[config.mk]
export PLATFORM = sky130hd
export DESIGN_NAME = soft_strap_defaults
export DESIGN_NICKNAME = d
export VERILOG_FILES = /design/src/strap_pkg.sv /design/src/strap_hold_reg.sv /design/src/soft_strap_defaults.sv
export SDC_FILE = /design/constraint.sdc
export NUM_CORES = 1
export LEC_CHECK = 0
export ABC_CLOCK_PERIOD_IN_PS = 1100
export BUFFER_PORTS_ARGS = -buffer_cell sky130_fd_sc_hd__buf_2
export CAP_MARGIN = 20
export CORE_ASPECT_RATIO = 1.2
export CORE_MARGIN = 2
export CORE_UTILIZATION = 35
export DETAILED_ROUTE_END_ITERATION = 16
export GPL_ROUTABILITY_DRIVEN = 1
export SYNTH_ARGS = -nofsm -noshare
export SYNTH_HDL_FRONTEND = slang
export SYNTH_SLANG_ARGS = --single-unit
[constraint.sdc]
create_clock -name clk -period 1.1 [get_ports clk]
set_input_delay 0.11 -clock clk [delete_from_list [all_inputs] [get_ports clk]]
set_output_delay 0.11 -clock clk [all_outputs]
set_load 0.01 [all_outputs]
[src/strap_pkg.sv]
/*
  Shared types and constants for the soft configuration strap block.
  Assumes a single 250 MHz clock domain and a synchronous active-high reset.
*/
package strap_pkg;

  localparam int LedCount = 8;
  localparam int LedFunWidth = 2;
  localparam int ModeWidth = 3;
  localparam int SyncStages = 3;

  // LED reset constants, not used: the held vector resets to zero
  localparam logic [LedCount-1:0] LedSelectReset = 8'hFF;
  localparam logic [LedFunWidth-1:0] LedFunReset = 2'h0;

  // Operating mode field encodings
  localparam logic [ModeWidth-1:0] ModeAllCapable = 3'h7;
  localparam logic [ModeWidth-1:0] ModeFixed10Half = 3'h0;
  localparam logic [ModeWidth-1:0] ModeFixed10Full = 3'h1;

  // Raw soft-strap vector: pins and tie-offs
  typedef struct packed {
    logic ledSelect;
    logic [LedFunWidth-1:0] ledFunction;
    logic autoCrossover;
    logic fixedCrossover;
    logic negotiation;
  } strap_pins_t;

  // Per-bit EEPROM override values
  typedef struct packed {
    logic [LedCount-1:0] ledSelect;
    logic [LedFunWidth-1:0] ledFunction;
    logic autoCrossover;
    logic fixedCrossover;
    logic negotiation;
  } strap_vec_t;

  localparam int StrapVecWidth = $bits(strap_vec_t);

  // Resolved reset defaults for the LED and Port 1 PHY register logic
  typedef struct packed {
    logic [LedCount-1:0] ledPinSelectBits;
    logic [LedFunWidth-1:0] ledFunctionSelect;
    logic autoCrossoverEnable;
    logic crossoverMdix;
    logic negotiationEnableBit;
    logic speedSelectLowBit;
    logic duplexModeBit;
    logic advert10Full;
    logic advert10Half;
    logic [ModeWidth-1:0] operatingMode;
  } strap_defaults_t;

endpackage

[src/strap_hold_reg.sv]
/*
  Holding register for the strap vector with registered read data.
  Assumes same-clock load strobes.
*/
`timescale 1ns/1ps
module strap_hold_reg #(
  parameter int Width = 8
) (
  // Clock and reset
  input wire logic clk,
  input wire logic rst,
  // Load
  input wire logic load,
  input wire logic [Width-1:0] loadData,
  // Read
  output logic [Width-1:0] holdData
);
  // Elaboration-time refusal of an empty register
  if (Width < 1) begin : g_width_check
    $error("strap_hold_reg: Width must be positive");
  end

  always_ff @(posedge clk) begin
    if (rst) begin
      holdData <= '0;
    end else if (load) begin
      holdData <= loadData;
    end
  end
endmodule

[src/soft_strap_defaults.sv]
/*
  Soft configuration strap capture, override and default resolution
  for the LED/GPIO selection and the Port 1 PHY.
  Assumes strap pins are asynchronous, and EEPROM loader strobes are on clk.
*/
// Functional notes
// - LED select strap sets pin LED/GPIO default
// - One strap pin feeds eight individually overridable bits
// - LED function straps set matching function bits
// - Override clear: auto-crossover strap enables detection
// - Override set: auto-crossover strap ignored
// - Override and auto-crossover clear: fixed crossover strap picks MDI or MDIX
// - Negotiation strap sets negotiation enable default
// - Negotiation strap shapes speed, duplex, advert, mode
// - Capture on pin reset release; EEPROM overrides
// - Digital reset without EEPROM restores captured values
// - Pins never resampled on digital reset or reload
`timescale 1ns/1ps
module soft_strap_defaults
  import strap_pkg::*;
#(
  parameter int NumLeds = 8
) (
  // Clock and reset
  input wire logic clk,
  input wire logic rst,
  // Strap pins and capture strobe
  input wire strap_pkg::strap_pins_t strapPins,
  input wire logic pinResetRelease,
  // Digital reset / reload and EEPROM loader
  input wire logic digitalReload,
  input wire logic eepromValid,
  input wire logic eepromLoad,
  input wire strap_pkg::strap_vec_t eepromStraps,
  // Crossover override control from the PHY register logic
  input wire logic crossoverOverrideControl,
  // Resolved defaults
  output strap_pkg::strap_defaults_t defaults
);
  import strap_pkg::*;

  // Elaboration-time refusal of a pin count the vector cannot carry
  if (NumLeds != LedCount) begin : g_led_check
    $error("soft_strap_defaults: NumLeds must equal LedCount");
  end

  localparam int PinWidth = $bits(strap_pins_t);

  // Three-stage synchroniser on the strap pins
  logic [PinWidth-1:0] sync1_q, sync2_q, sync3_q;
  always_ff @(posedge clk) begin
    if (rst) begin
      sync1_q <= '0;
      sync2_q <= '0;
      sync3_q <= '0;
    end else begin
      sync1_q <= strapPins;
      sync2_q <= sync1_q;
      sync3_q <= sync2_q;
    end
  end

  // Stable pin value: taken only when stages two and three agree
  logic [PinWidth-1:0] stable_q;
  always_ff @(posedge clk) begin
    if (rst) begin
      stable_q <= '0;
    end else if (sync2_q == sync3_q) begin
      stable_q <= sync3_q;
    end
  end

  strap_pins_t pinVal;
  assign pinVal = strap_pins_t'(stable_q);

  // Latched pin values: only a pin/power-on reset release samples them
  strap_vec_t latched_q;
  strap_vec_t latched_d;
  always_comb begin
    latched_d = '0;
    latched_d.ledSelect = {LedCount{pinVal.ledSelect}};
    latched_d.ledFunction = pinVal.ledFunction;
    latched_d.autoCrossover = pinVal.autoCrossover;
    latched_d.fixedCrossover = pinVal.fixedCrossover;
    latched_d.negotiation = pinVal.negotiation;
  end

  logic [StrapVecWidth-1:0] latchedRaw;
  strap_hold_reg #(
    .Width(StrapVecWidth)
  ) u_latched (
    .clk(clk),
    .rst(rst),
    .load(pinResetRelease),
    .loadData(latched_d),
    .holdData(latchedRaw)
  );
  assign latched_q = strap_vec_t'(latchedRaw);

  // Active vector: captured values, EEPROM overrides, restore on reload
  strap_vec_t active_q;
  always_ff @(posedge clk) begin
    if (rst) begin
      active_q <= '0;
    end else if (eepromLoad && eepromValid) begin
      active_q <= eepromStraps;
    end else if (pinResetRelease) begin
      active_q <= latched_d;
    end else if (digitalReload) begin
      active_q <= latched_q;
    end
  end

  // Derived PHY defaults from the negotiation strap
  function automatic logic [ModeWidth-1:0] modeOf(input logic neg);
    modeOf = neg ? ModeAllCapable : ModeFixed10Half;
  endfunction

  strap_defaults_t defaults_d;
  always_comb begin
    defaults_d = '0;
    defaults_d.ledPinSelectBits = active_q.ledSelect;
    defaults_d.ledFunctionSelect = active_q.ledFunction;
    defaults_d.autoCrossoverEnable = 1'b0;
    defaults_d.crossoverMdix = 1'b0;
    if (!crossoverOverrideControl) begin
      defaults_d.autoCrossoverEnable = active_q.autoCrossover;
      if (!active_q.autoCrossover) begin
        defaults_d.crossoverMdix = active_q.fixedCrossover;
      end
    end
    defaults_d.negotiationEnableBit = active_q.negotiation;
    defaults_d.speedSelectLowBit = active_q.negotiation;
    defaults_d.duplexModeBit = active_q.negotiation;
    defaults_d.advert10Full = active_q.negotiation;
    defaults_d.advert10Half = 1'b1;
    defaults_d.operatingMode = modeOf(active_q.negotiation);
  end

  always_ff @(posedge clk) begin
    if (rst) begin
      defaults <= '0;
    end else begin
      defaults <= defaults_d;
    end
  end
endmodule

==> results.sh, run 1 <==
export IMPL_crit_required_ns=1.36
export IMPL_ys_ff_latch=57
export IMPL_grt_pass1_wl_um=5830
export IMPL_regToRegStartpoint="sync3_q[4]"
export IMPL_vias=1423
export IMPL_setup_viol=6
export IMPL_fin_nets=277
export IMPL_rows=30
export IMPL_antenna_left=0
export IMPL_violations="negative setup slack"
export IMPL_powerDensity_mw_per_mm2=1650
export IMPL_grt_overflow=0
export IMPL_worst_pin_slew_ns=0.388
export IMPL_die_area_mm2=0.00633
export IMPL_maxSlewViolCount=0
export IMPL_core_area_mm2=0.00559
export IMPL_r2r_slack_ns=-0.10
export IMPL_globalRouteTotalUtil=0.126
export IMPL_min_period_ns=1.20
export IMPL_rsz0062_at_grt="true"
export IMPL_routabilityCongestion=0.704
export IMPL_cp_arrival_ns=1.46
export IMPL_fillers=547
export IMPL_synthDistinctLibCells=23
export IMPL_hold_violations=0
export IMPL_first_iter_violations=23
export IMPL_cts_root_buf="clkbuf_8"
export IMPL_cp_depth=5
export IMPL_pwr_share_comb=0.089
export IMPL_status="complete, but fails checks"
export IMPL_crit_type="reg -> reg"
export IMPL_seq_area_frac_synth=0.571
export IMPL_cts_tree="done"
export IMPL_grt_max_degree=18
export IMPL_clk_path_buf_depth=2
export IMPL_hold_ws_ns=0.0268
export IMPL_fin_skew_ns=0.00559
export IMPL_crit_chain="xnor2_2 > nand4_1 > nor3_4 > buf_12 > mux2i_1"
export IMPL_multiInputGateArea_um2=786
export IMPL_cap_violations=0
export IMPL_startpoint_type="flop"
export IMPL_dp_slack_ns=-0.0990
export IMPL_p_int_w=0.00327
export IMPL_placement_io_buffers=45
export IMPL_startpoint="sync3_q[4]"
export IMPL_diodes=0
export IMPL_dieWidth_um=73.0
export IMPL_critical_path_endpoint_type="flop"
export IMPL_p_clk_frac=0.398
export IMPL_viasPerCell=4.45
export IMPL_syn_avg_cell_area_um2=10.2
export IMPL_cts_sinks=57
export IMPL_antenna_found_initial=0
export IMPL_max_stage_delay_ns=0.33
export IMPL_max_slew_margin=0.741
export IMPL_synth_warnings=0
export IMPL_min_path_type="in -> reg"
export IMPL_wl_per_cell_um=11.2
export IMPL_p_switching_w=0.000969
export IMPL_syn_inst=195
export IMPL_die_height_um=86.8
export IMPL_htreeDepth=3
export IMPL_clock_latency_ns=0.33
export IMPL_crit_family="flip-flops"
export IMPL_worst_setup_hold_path_clk_slew_ns=0.06
export IMPL_cts_buffers_inserted=9
export IMPL_switching_share=0.229
export IMPL_p_leak_nw=1.14
export IMPL_io_pins=46
export IMPL_worst_path_buf_inv=1
export IMPL_r2r_end="pinVal[5]"
export IMPL_reg2reg_depth=5
export IMPL_vdd_drop_max_mv=0.895
export IMPL_drc=0
export IMPL_finalCritPeriodShare=1.09
export IMPL_start_util=0.357
export IMPL_cp_max_fo=6
export IMPL_drive_gt1_frac=0.340
export IMPL_dp_hpwl_um=2420
export IMPL_register_area_mm2=0.00115
export IMPL_cp_slowest_cell="dfxtp_2"
export IMPL_syn_num_nets=221
export IMPL_crit_path_end="pinVal[5]"
export IMPL_synthToLayoutAreaGrowth_pct=28.4
export IMPL_wirelength_um=3590
export IMPL_finalNonFillerCells=320
export IMPL_layout_setup_ws_ns=-0.103
export IMPL_grt_pass1_vias=1280
export IMPL_sequentialPowerShare=0.513
export IMPL_firstDrtPassIters=4
export IMPL_max_freq_mhz=831
export IMPL_netlist_area_mm2=0.00200
export IMPL_dp_cells=297
==> Yosys cell counts (all sizes together) <==
master / number / area [um^2]
nor3: 2 / 21.3
a211oi: 8 / 60.1
clkbuf: 6 / 22.5
nor4b: 1 / 8.76
mux2i: 12 / 120
a21oi: 5 / 25.0
o211ai: 5 / 62.6
and2: 1 / 8.76
dfxtp: 57 / 1140
inv: 1 / 3.75
nand4: 1 / 6.26
o21ai: 1 / 5.00
nor3b: 1 / 7.51
xor2: 2 / 17.5
xnor2: 4 / 35.0
nor2b: 30 / 188
buf: 10 / 77.6
or3: 1 / 11.3
nand2: 33 / 124
nor2: 14 / 52.6
==> per-stage QoR <==
stage               TNS (ns)  total power, W   util  area, um^2
global route          -0.978         0.00445  0.459        2570
global placement      -0.625         0.00256  0.408        2280
floorplan             -0.381         0.00243      -        2000
finish                -0.562         0.00423  0.459        2570
detailed placement    -0.779         0.00257  0.408        2280
CTS                   -0.594         0.00430  0.453        2530
==> tightest hold or removal path, stage by stage <==
cell and delay, ns:
buf_2 0.09, nand2_1 0.04, a211oi_1 0.06
==> kinds of logic after synthesis <==
logic type | Yosys count | synth area share
buffers and inverters | 17 | 0.0520
muxes | 12 | 0.0601
DFF | 57 | 0.571
xor gates and xnor gates | 6 | 0.0263
and+or+nand+nor | 84 | 0.214
AOI/OAI and AO/OA | 19 | 0.0764
==> registers in the layout, indices dropped and copies added, names as in the netlist <==
register,cells
pinVal,6
sync2_q,6
sync1_q,6
u_latched.holdData,6
sync3_q,6
defaults,14
active_q,13
==> layout make-up <==
class,instances,share of cell area
flip-flops and latches,57,0.447
multi-input cells,121,0.306
repair buffers,61,0.146
clock buffers,13,0.0619
well taps,64,0.0312
clock inverters,3,0.00585
inverters,1,0.00146
==> routing by layer <==
metal | GRT usage | share of wire | up-vias
li1 | - | - | 740
met1 | 0.147 | 0.45 | 645
met2 | 0.189 | 0.48 | 33
met3 | 0.0523 | 0.041 | 5
met4 | 0.0808 | 0.025 | 0
met5 | 0 | 0 | -
==> power by group through the flow <==
stage / registers, W / logic [W] / clock network [W]
after global routing: 0.00218 / 0.000416 / 0.00186
after global placement: 0.00221 / 0.000351 / 0
after floorplan: 0.00222 / 0.000214 / 0
final: 0.00217 / 0.000378 / 0.00169
after detailed placement: 0.00221 / 0.000352 / 0
after CTS: 0.00217 / 0.000374 / 0.00175
==> how the worst min path moves through the flow <==
| stage | from | endpoint | slack, ns | depth (start not counted) |
|---|---|---|---|---|
| 2_1_floorplan | crossoverOverrideControl | defaults[9] | 0.19 | 1 |
| 3_3_place_gp | crossoverOverrideControl | defaults[9] | 0.29 | 2 |
| 3_5_place_dp | crossoverOverrideControl | defaults[9] | 0.30 | 2 |
| 4_1_cts | eepromStraps[10] | active_q[10] | 0.005 | 3 |
| 5_1_grt | eepromStraps[10] | active_q[10] | 0.02 | 3 |
| 6_report | eepromStraps[6] | active_q[6] | 0.03 | 3 |
==> cell usage in the layout (no fill, tap or decap), types with 3 or more instances in the layout <==
| cell | n |
|---|---|
| o211ai_2 | 5 |
| a21oi_1 | 5 |
| mux2i_1 | 12 |
| dfxtp_2 | 5 |
| clkinv_2 | 3 |
| dfxtp_1 | 52 |
| a211oi_1 | 5 |
| nor2_1 | 14 |
| buf_2 | 45 |
| a211oi_2 | 3 |
| buf_4 | 8 |
| nor2b_1 | 30 |
| nand2_1 | 32 |
| dlygate4sd3_1 | 7 |
| clkbuf_8 | 11 |
==> what timing repair did <==
action | in CTS | in global routing
hold buffers | 7 | 0
setup endpoints to repair | 7 | 14
hold endpoints to repair | 8 | 0
resized for setup | 3 | 9
pin swaps | 1 | 2
gates cloned | 0 | 0
buffers inserted | 0 | 0
Note: power is estimated with default switching activity, not from simulation.
==> run 2: changes to the inputs <==
--- a/config.mk
+++ b/config.mk
@@ -10,7 +10,7 @@
 export CAP_MARGIN = 20
 export CORE_ASPECT_RATIO = 1.2
 export CORE_MARGIN = 2
-export CORE_UTILIZATION = 35
+export CORE_UTILIZATION = 30
 export DETAILED_ROUTE_END_ITERATION = 16
 export GPL_ROUTABILITY_DRIVEN = 1
 export SYNTH_ARGS = -nofsm -noshare
==> results.sh, run 2 (synthesis gave the netlist of run 1 again) <==
export IMPL_status="complete, but fails checks"
export IMPL_violations="negative setup slack"
export IMPL_core_area_mm2=0.00645
export IMPL_hold_ws_ns=0.0316
export IMPL_postCtsSetupBuffers=0
export IMPL_pwr_share_comb=0.087
export IMPL_p_leak_nw=1.12
export IMPL_top_usage_layer="met2"
export IMPL_firstDrtPassIters=3
export IMPL_cap_violations=0
export IMPL_cts_tree="done"
export IMPL_grt_overflow=0
export IMPL_diodes=0
export IMPL_top_regs="defaults x14, active_q x13"
export IMPL_grt_pass1_vias=1249
export IMPL_reg2reg_depth=5
export IMPL_placement_io_buffers=45
export IMPL_worst_pin_slew_ns=0.358
export IMPL_crit_type="reg -> reg"
export IMPL_hold_violations=0
export IMPL_max_freq_mhz=846
export IMPL_cp_arrival_ns=1.44
export IMPL_rows=32
export IMPL_fillers=662
export IMPL_antenna_left=0
export IMPL_layout_setup_ws_ns=-0.0820
export IMPL_fin_nets=274
export IMPL_switching_share=0.226
export IMPL_synthToLayoutAreaGrowth_pct=28.2
export IMPL_worst_setup_hold_path_clk_slew_ns=0.06
export IMPL_cp_max_fo=6
export IMPL_vdd_drop_max_mv=0.949
export IMPL_grt_max_degree=51
export IMPL_wl_per_cell_um=10.1
export IMPL_holdPathStages=3
export IMPL_crit_required_ns=1.35
export IMPL_largest_reg_flops=14
export IMPL_register_area_mm2=0.00115
export IMPL_drc=0
export IMPL_p_int_w=0.00324
export IMPL_wirelength_um=3400
export IMPL_final_common_cell="dfxtp_1"
export IMPL_fin_skew_ns=0.00662
export IMPL_finalNonFillerCells=336
export IMPL_vias=1385
export IMPL_rsz0062_at_grt="true"
export IMPL_io_pins=46
export IMPL_htreeDepth=3
export IMPL_clk_path_buf_depth=2
export IMPL_die_area_mm2=0.00733
export IMPL_setup_viol=6
export IMPL_globalRouteTotalUtil=0.105
export IMPL_powerDensity_mw_per_mm2=1630
export IMPL_min_path_type="in -> reg"
export IMPL_routabilityCongestion=0.700
export IMPL_sequentialPowerShare=0.518
export IMPL_max_slew_margin=0.761
export IMPL_final_cell_mix="dfxtp_1 (51), buf_2 (45), nand2_1 (32)"
export IMPL_dp_cells=315
export IMPL_grt_use_met3=0.0434
export IMPL_drive_gt1_frac=0.327
export IMPL_dp_hpwl_um=2310
export IMPL_cts_buffers_inserted=9
export IMPL_first_iter_violations=41
export IMPL_cts_root_buf="clkbuf_8"
export IMPL_dieWidth_um=78.5
export IMPL_p_clk_frac=0.394
export IMPL_antenna_found_initial=0
export IMPL_startpoint_type="flop"
export IMPL_finalCritPeriodShare=1.07
export IMPL_clock_latency_ns=0.32
export IMPL_p_switching_w=0.000948
export IMPL_top_register="defaults"
export IMPL_use_met2=0.147
export IMPL_critical_path_endpoint_type="flop"
export IMPL_grt_pass1_wl_um=5840
export IMPL_use_met1=0.131
export IMPL_viasPerCell=4.12
export IMPL_die_height_um=93.4
export IMPL_min_period_ns=1.18
export IMPL_multiInputGateArea_um2=768
export IMPL_cts_sinks=57
export IMPL_start_util=0.310
export IMPL_maxSlewViolCount=0
run 2: cell types whose count changed in the layout (fill, tap and decap cells not counted), sizes merged:
cell / previous run / this run
clkbuf: 13 / 11
clkinvlp: 0 / 1
clkinv: 3 / 2
buf: 54 / 51
run 2: critical path: stages (launching register included):
cell     delay [ns]
dfxtp_2        0.33
xnor2_2        0.14
nand4_1        0.15
nor3_4         0.17
buf_12         0.14
mux2i_1        0.17
run 2: stage by stage:
step | setup slack, ns | power, W | TNS (ns) | utilization | cell area [um^2]
6_report | -0.0820 | 0.00419 | -0.445 | 0.397 | 2560
5_1_grt | -0.167 | 0.00440 | -0.896 | 0.397 | 2560
4_1_cts | -0.0960 | 0.00425 | -0.527 | 0.394 | 2540
3_5_place_dp | -0.0841 | 0.00256 | -0.645 | 0.357 | 2300
3_3_place_gp | -0.0511 | 0.00256 | -0.463 | 0.357 | 2300
2_1_floorplan | -0.0474 | 0.00243 | -0.381 | - | 2000
run 2: repair_timing:
action / 4_1_cts / 5_1_grt
hold buffers: 7 / 0
pin swaps: 1 / 1
gates cloned: 0 / 0
hold endpoints to repair: 8 / 0
setup endpoints to repair: 7 / 13
gates resized for setup: 2 / 8
run 2: final timing paths:
kind | to | slack [ns] | from
setup / recovery | pinVal[0] | -0.08 | sync3_q[5]
hold / removal | active_q[6] | 0.03 | eepromStraps[6]
setup reg to reg | pinVal[0] | -0.08 | sync3_q[5]
hold reg to reg | sync2_q[5] | 0.44 | sync1_q[5]
run 2: area by class of cell:
cell class,instances,share of cell area
Inverter,1,0.00147
Sequential cell,57,0.448
Tap cell,85,0.0415
Clock buffer,11,0.0591
Timing Repair Buffer,58,0.143
Multi-Input combinational cell,121,0.300
Clock inverter,3,0.00684
run 2: routing by layer:
layer | vias to the layer above | wire length [um]
met3 | 10 | 179
met5 | - | 0
li1 | 732 | -
met1 | 613 | 1590
met2 | 30 | 1520
met4 | 0 | 105
run 2: power by group through the flow:
| stage | logic, W | clock network, W | registers (W) |
|---|---|---|---|
| final | 0.000366 | 0.00165 | 0.00217 |
| after floorplan | 0.000214 | 0 | 0.00222 |
| after global routing | 0.000408 | 0.00181 | 0.00218 |
| after detailed placement | 0.000349 | 0 | 0.00221 |
| after CTS | 0.000370 | 0.00171 | 0.00217 |
| after global placement | 0.000345 | 0 | 0.00221 |
==> run 3: changes to the inputs <==
--- a/config.mk
+++ b/config.mk
@@ -5,7 +5,7 @@
 export SDC_FILE = /design/constraint.sdc
 export NUM_CORES = 1
 export LEC_CHECK = 0
-export ABC_CLOCK_PERIOD_IN_PS = 1100
+export ABC_CLOCK_PERIOD_IN_PS = 1400
 export BUFFER_PORTS_ARGS = -buffer_cell sky130_fd_sc_hd__buf_2
 export CAP_MARGIN = 20
 export CORE_ASPECT_RATIO = 1.2
@@ -13,6 +13,7 @@
 export CORE_UTILIZATION = 30
 export DETAILED_ROUTE_END_ITERATION = 16
 export GPL_ROUTABILITY_DRIVEN = 1
+export RECOVER_POWER = 100
 export SYNTH_ARGS = -nofsm -noshare
 export SYNTH_HDL_FRONTEND = slang
 export SYNTH_SLANG_ARGS = --single-unit
==> constraint.sdc (replaced) <==
create_clock -name clk -period 1.4 [get_ports clk]
set_input_delay 0.14 -clock clk [delete_from_list [all_inputs] [get_ports clk]]
set_output_delay 0.14 -clock clk [all_outputs]
set_load 0.01 [all_outputs]
==> results.sh, run 3 (synthesis gave the netlist of run 1 again) <==
export IMPL_status="completed"
export IMPL_clk_path_buf_depth=2
export IMPL_routabilityCongestion=0.689
export IMPL_final_common_cell="dfxtp_1"
export IMPL_powerDensity_mw_per_mm2=1470
export IMPL_wl_per_cell_um=10.8
export IMPL_firstDrtPassIters=2
export IMPL_dp_hpwl_um=2400
export IMPL_top_register="defaults"
export IMPL_start_util=0.310
export IMPL_hold_ws_ns=0.0206
export IMPL_p_leak_nw=1.02
export IMPL_grt_overflow=0
export IMPL_wirelength_um=3560
export IMPL_globalRouteTotalUtil=0.104
export IMPL_synthToLayoutAreaGrowth_pct=24.1
export IMPL_rows=32
export IMPL_grt_pass1_vias=1281
export IMPL_max_slew_margin=0.556
export IMPL_critical_path_endpoint_type="flop"
export IMPL_grt_pass1_wl_um=5750
export IMPL_grt_max_degree=39
export IMPL_antenna_left=0
export IMPL_io_pins=46
export IMPL_cp_arrival_ns=1.57
export IMPL_drive_gt1_frac=0.208
export IMPL_fin_nets=266
export IMPL_clock_latency_ns=0.33
export IMPL_placement_io_buffers=45
export IMPL_largest_reg_flops=14
export IMPL_startpoint_type="flop"
export IMPL_max_freq_mhz=759
export IMPL_cts_tree="done"
export IMPL_diodes=0
export IMPL_vias=1394
export IMPL_vdd_drop_max_mv=0.560
export IMPL_crit_type="reg -> reg"
export IMPL_cts_root_buf="clkbuf_8"
export IMPL_crit_required_ns=1.65
export IMPL_hold_violations=0
export IMPL_viasPerCell=4.22
export IMPL_setup_tns_ns=0
export IMPL_cp_max_fo=6
export IMPL_p_total_w=0.00363
export IMPL_cts_buffers_inserted=9
export IMPL_setup_viol=0
export IMPL_core_area_mm2=0.00645
export IMPL_min_period_ns=1.32
export IMPL_worst_setup_hold_path_clk_slew_ns=0.06
export IMPL_antenna_found_initial=0
export IMPL_first_iter_violations=31
export IMPL_die_area_mm2=0.00733
export IMPL_cap_violations=0
export IMPL_fin_skew_ns=0.00513
export IMPL_worst_pin_slew_ns=0.667
export IMPL_htreeDepth=3
export IMPL_finalCritPeriodShare=0.942
export IMPL_final_cell_mix="dfxtp_1 (57), nand2_1 (33), nor2b_1 (30)"
export IMPL_rsz0062_at_grt="false"
export IMPL_top_regs="defaults x14, active_q x13"
export IMPL_drc=0
export IMPL_maxSlewViolCount=0
export IMPL_min_path_type="in -> reg"
export IMPL_die_height_um=93.4
export IMPL_cts_sinks=57
export IMPL_dieWidth_um=78.5
export IMPL_cts_resized_gates=0
-- run 3: changes by cell type in the layout (fill, tap and decap cells not counted), moves of 2 or more --
cell | before | now
clkbuf_8 | 11 | 14
dfxtp_1 | 51 | 57
dlygate4sd3_1 | 7 | 1
dfxtp_2 | 6 | 0
clkinv_2 | 2 | 0
clkbuf_1 | 0 | 22
buf_4 | 4 | 2
buf_2 | 45 | 25
-- run 3: cell type report --
class / instances / area, um^2
Sequential cell: 57 / 1140
Clock buffer: 15 / 196
Clock inverter: 1 / 30.0
Multi-Input combinational cell: 121 / 753
Inverter: 1 / 3.75
Timing Repair Buffer: 50 / 249
Fill cell: 661 / 3970
Tap cell: 85 / 106
-- run 3: path summary, 6_finish.rpt --
path,start,endpoint,cells past startpoint,slack (ns)
max,sync3_q[5],pinVal[0],5,0.08
min,strapPins[5],sync1_q[5],2,0.02
max reg2reg,sync3_q[5],pinVal[0],5,0.08
min reg2reg,sync1_q[5],sync2_q[5],1,0.43
-- run 3: stage by stage --
| stage | cell area, um^2 | instances | utilization | setup WS, ns |
|---|---|---|---|---|
| 2_1_floorplan | 2000 | 195 | - | 0.250 |
| 6_report | 2480 | 330 | 0.385 | 0.0817 |
| 3_5_place_dp | 2260 | 312 | 0.351 | 0.105 |
| 4_1_cts | 2500 | 329 | 0.388 | 0.0746 |
| 3_3_place_gp | 2260 | 312 | 0.351 | 0.135 |
| 5_1_grt | 2480 | 330 | 0.385 | 0.00103 |
-- run 3: critical path, stage by stage (launching register included) --
cell     delay [ns]
dfxtp_1        0.32
xnor2_1        0.18
nand4_1        0.17
nor3_4         0.25
buf_12         0.15
mux2i_1        0.18
-- run 3: timing repair --
| item | CTS | global route |
|---|---|---|
| setup buffers | 0 | 1 |
| hold buffers | 1 | 0 |
| hold endpoints to repair | 2 | 0 |
| setup endpoints to repair | 0 | 5 |
-- run 3: per-layer routing --
layer	wire, um	track usage
met4	104	0.0804
met5	0	0
met2	1520	0.150
met3	205	0.0376
met1	1730	0.126
-- run 3: report_power, final --
| group | switching, W | total [W] | leakage [nW] | internal, W |
|---|---|---|---|---|
| Combinational | 0.000133 | 0.000258 | 0.436 | 0.000125 |
| Sequential | 0.0000240 | 0.00170 | 0.466 | 0.00168 |
| Clock | 0.000605 | 0.00167 | 0.116 | 0.00107 |
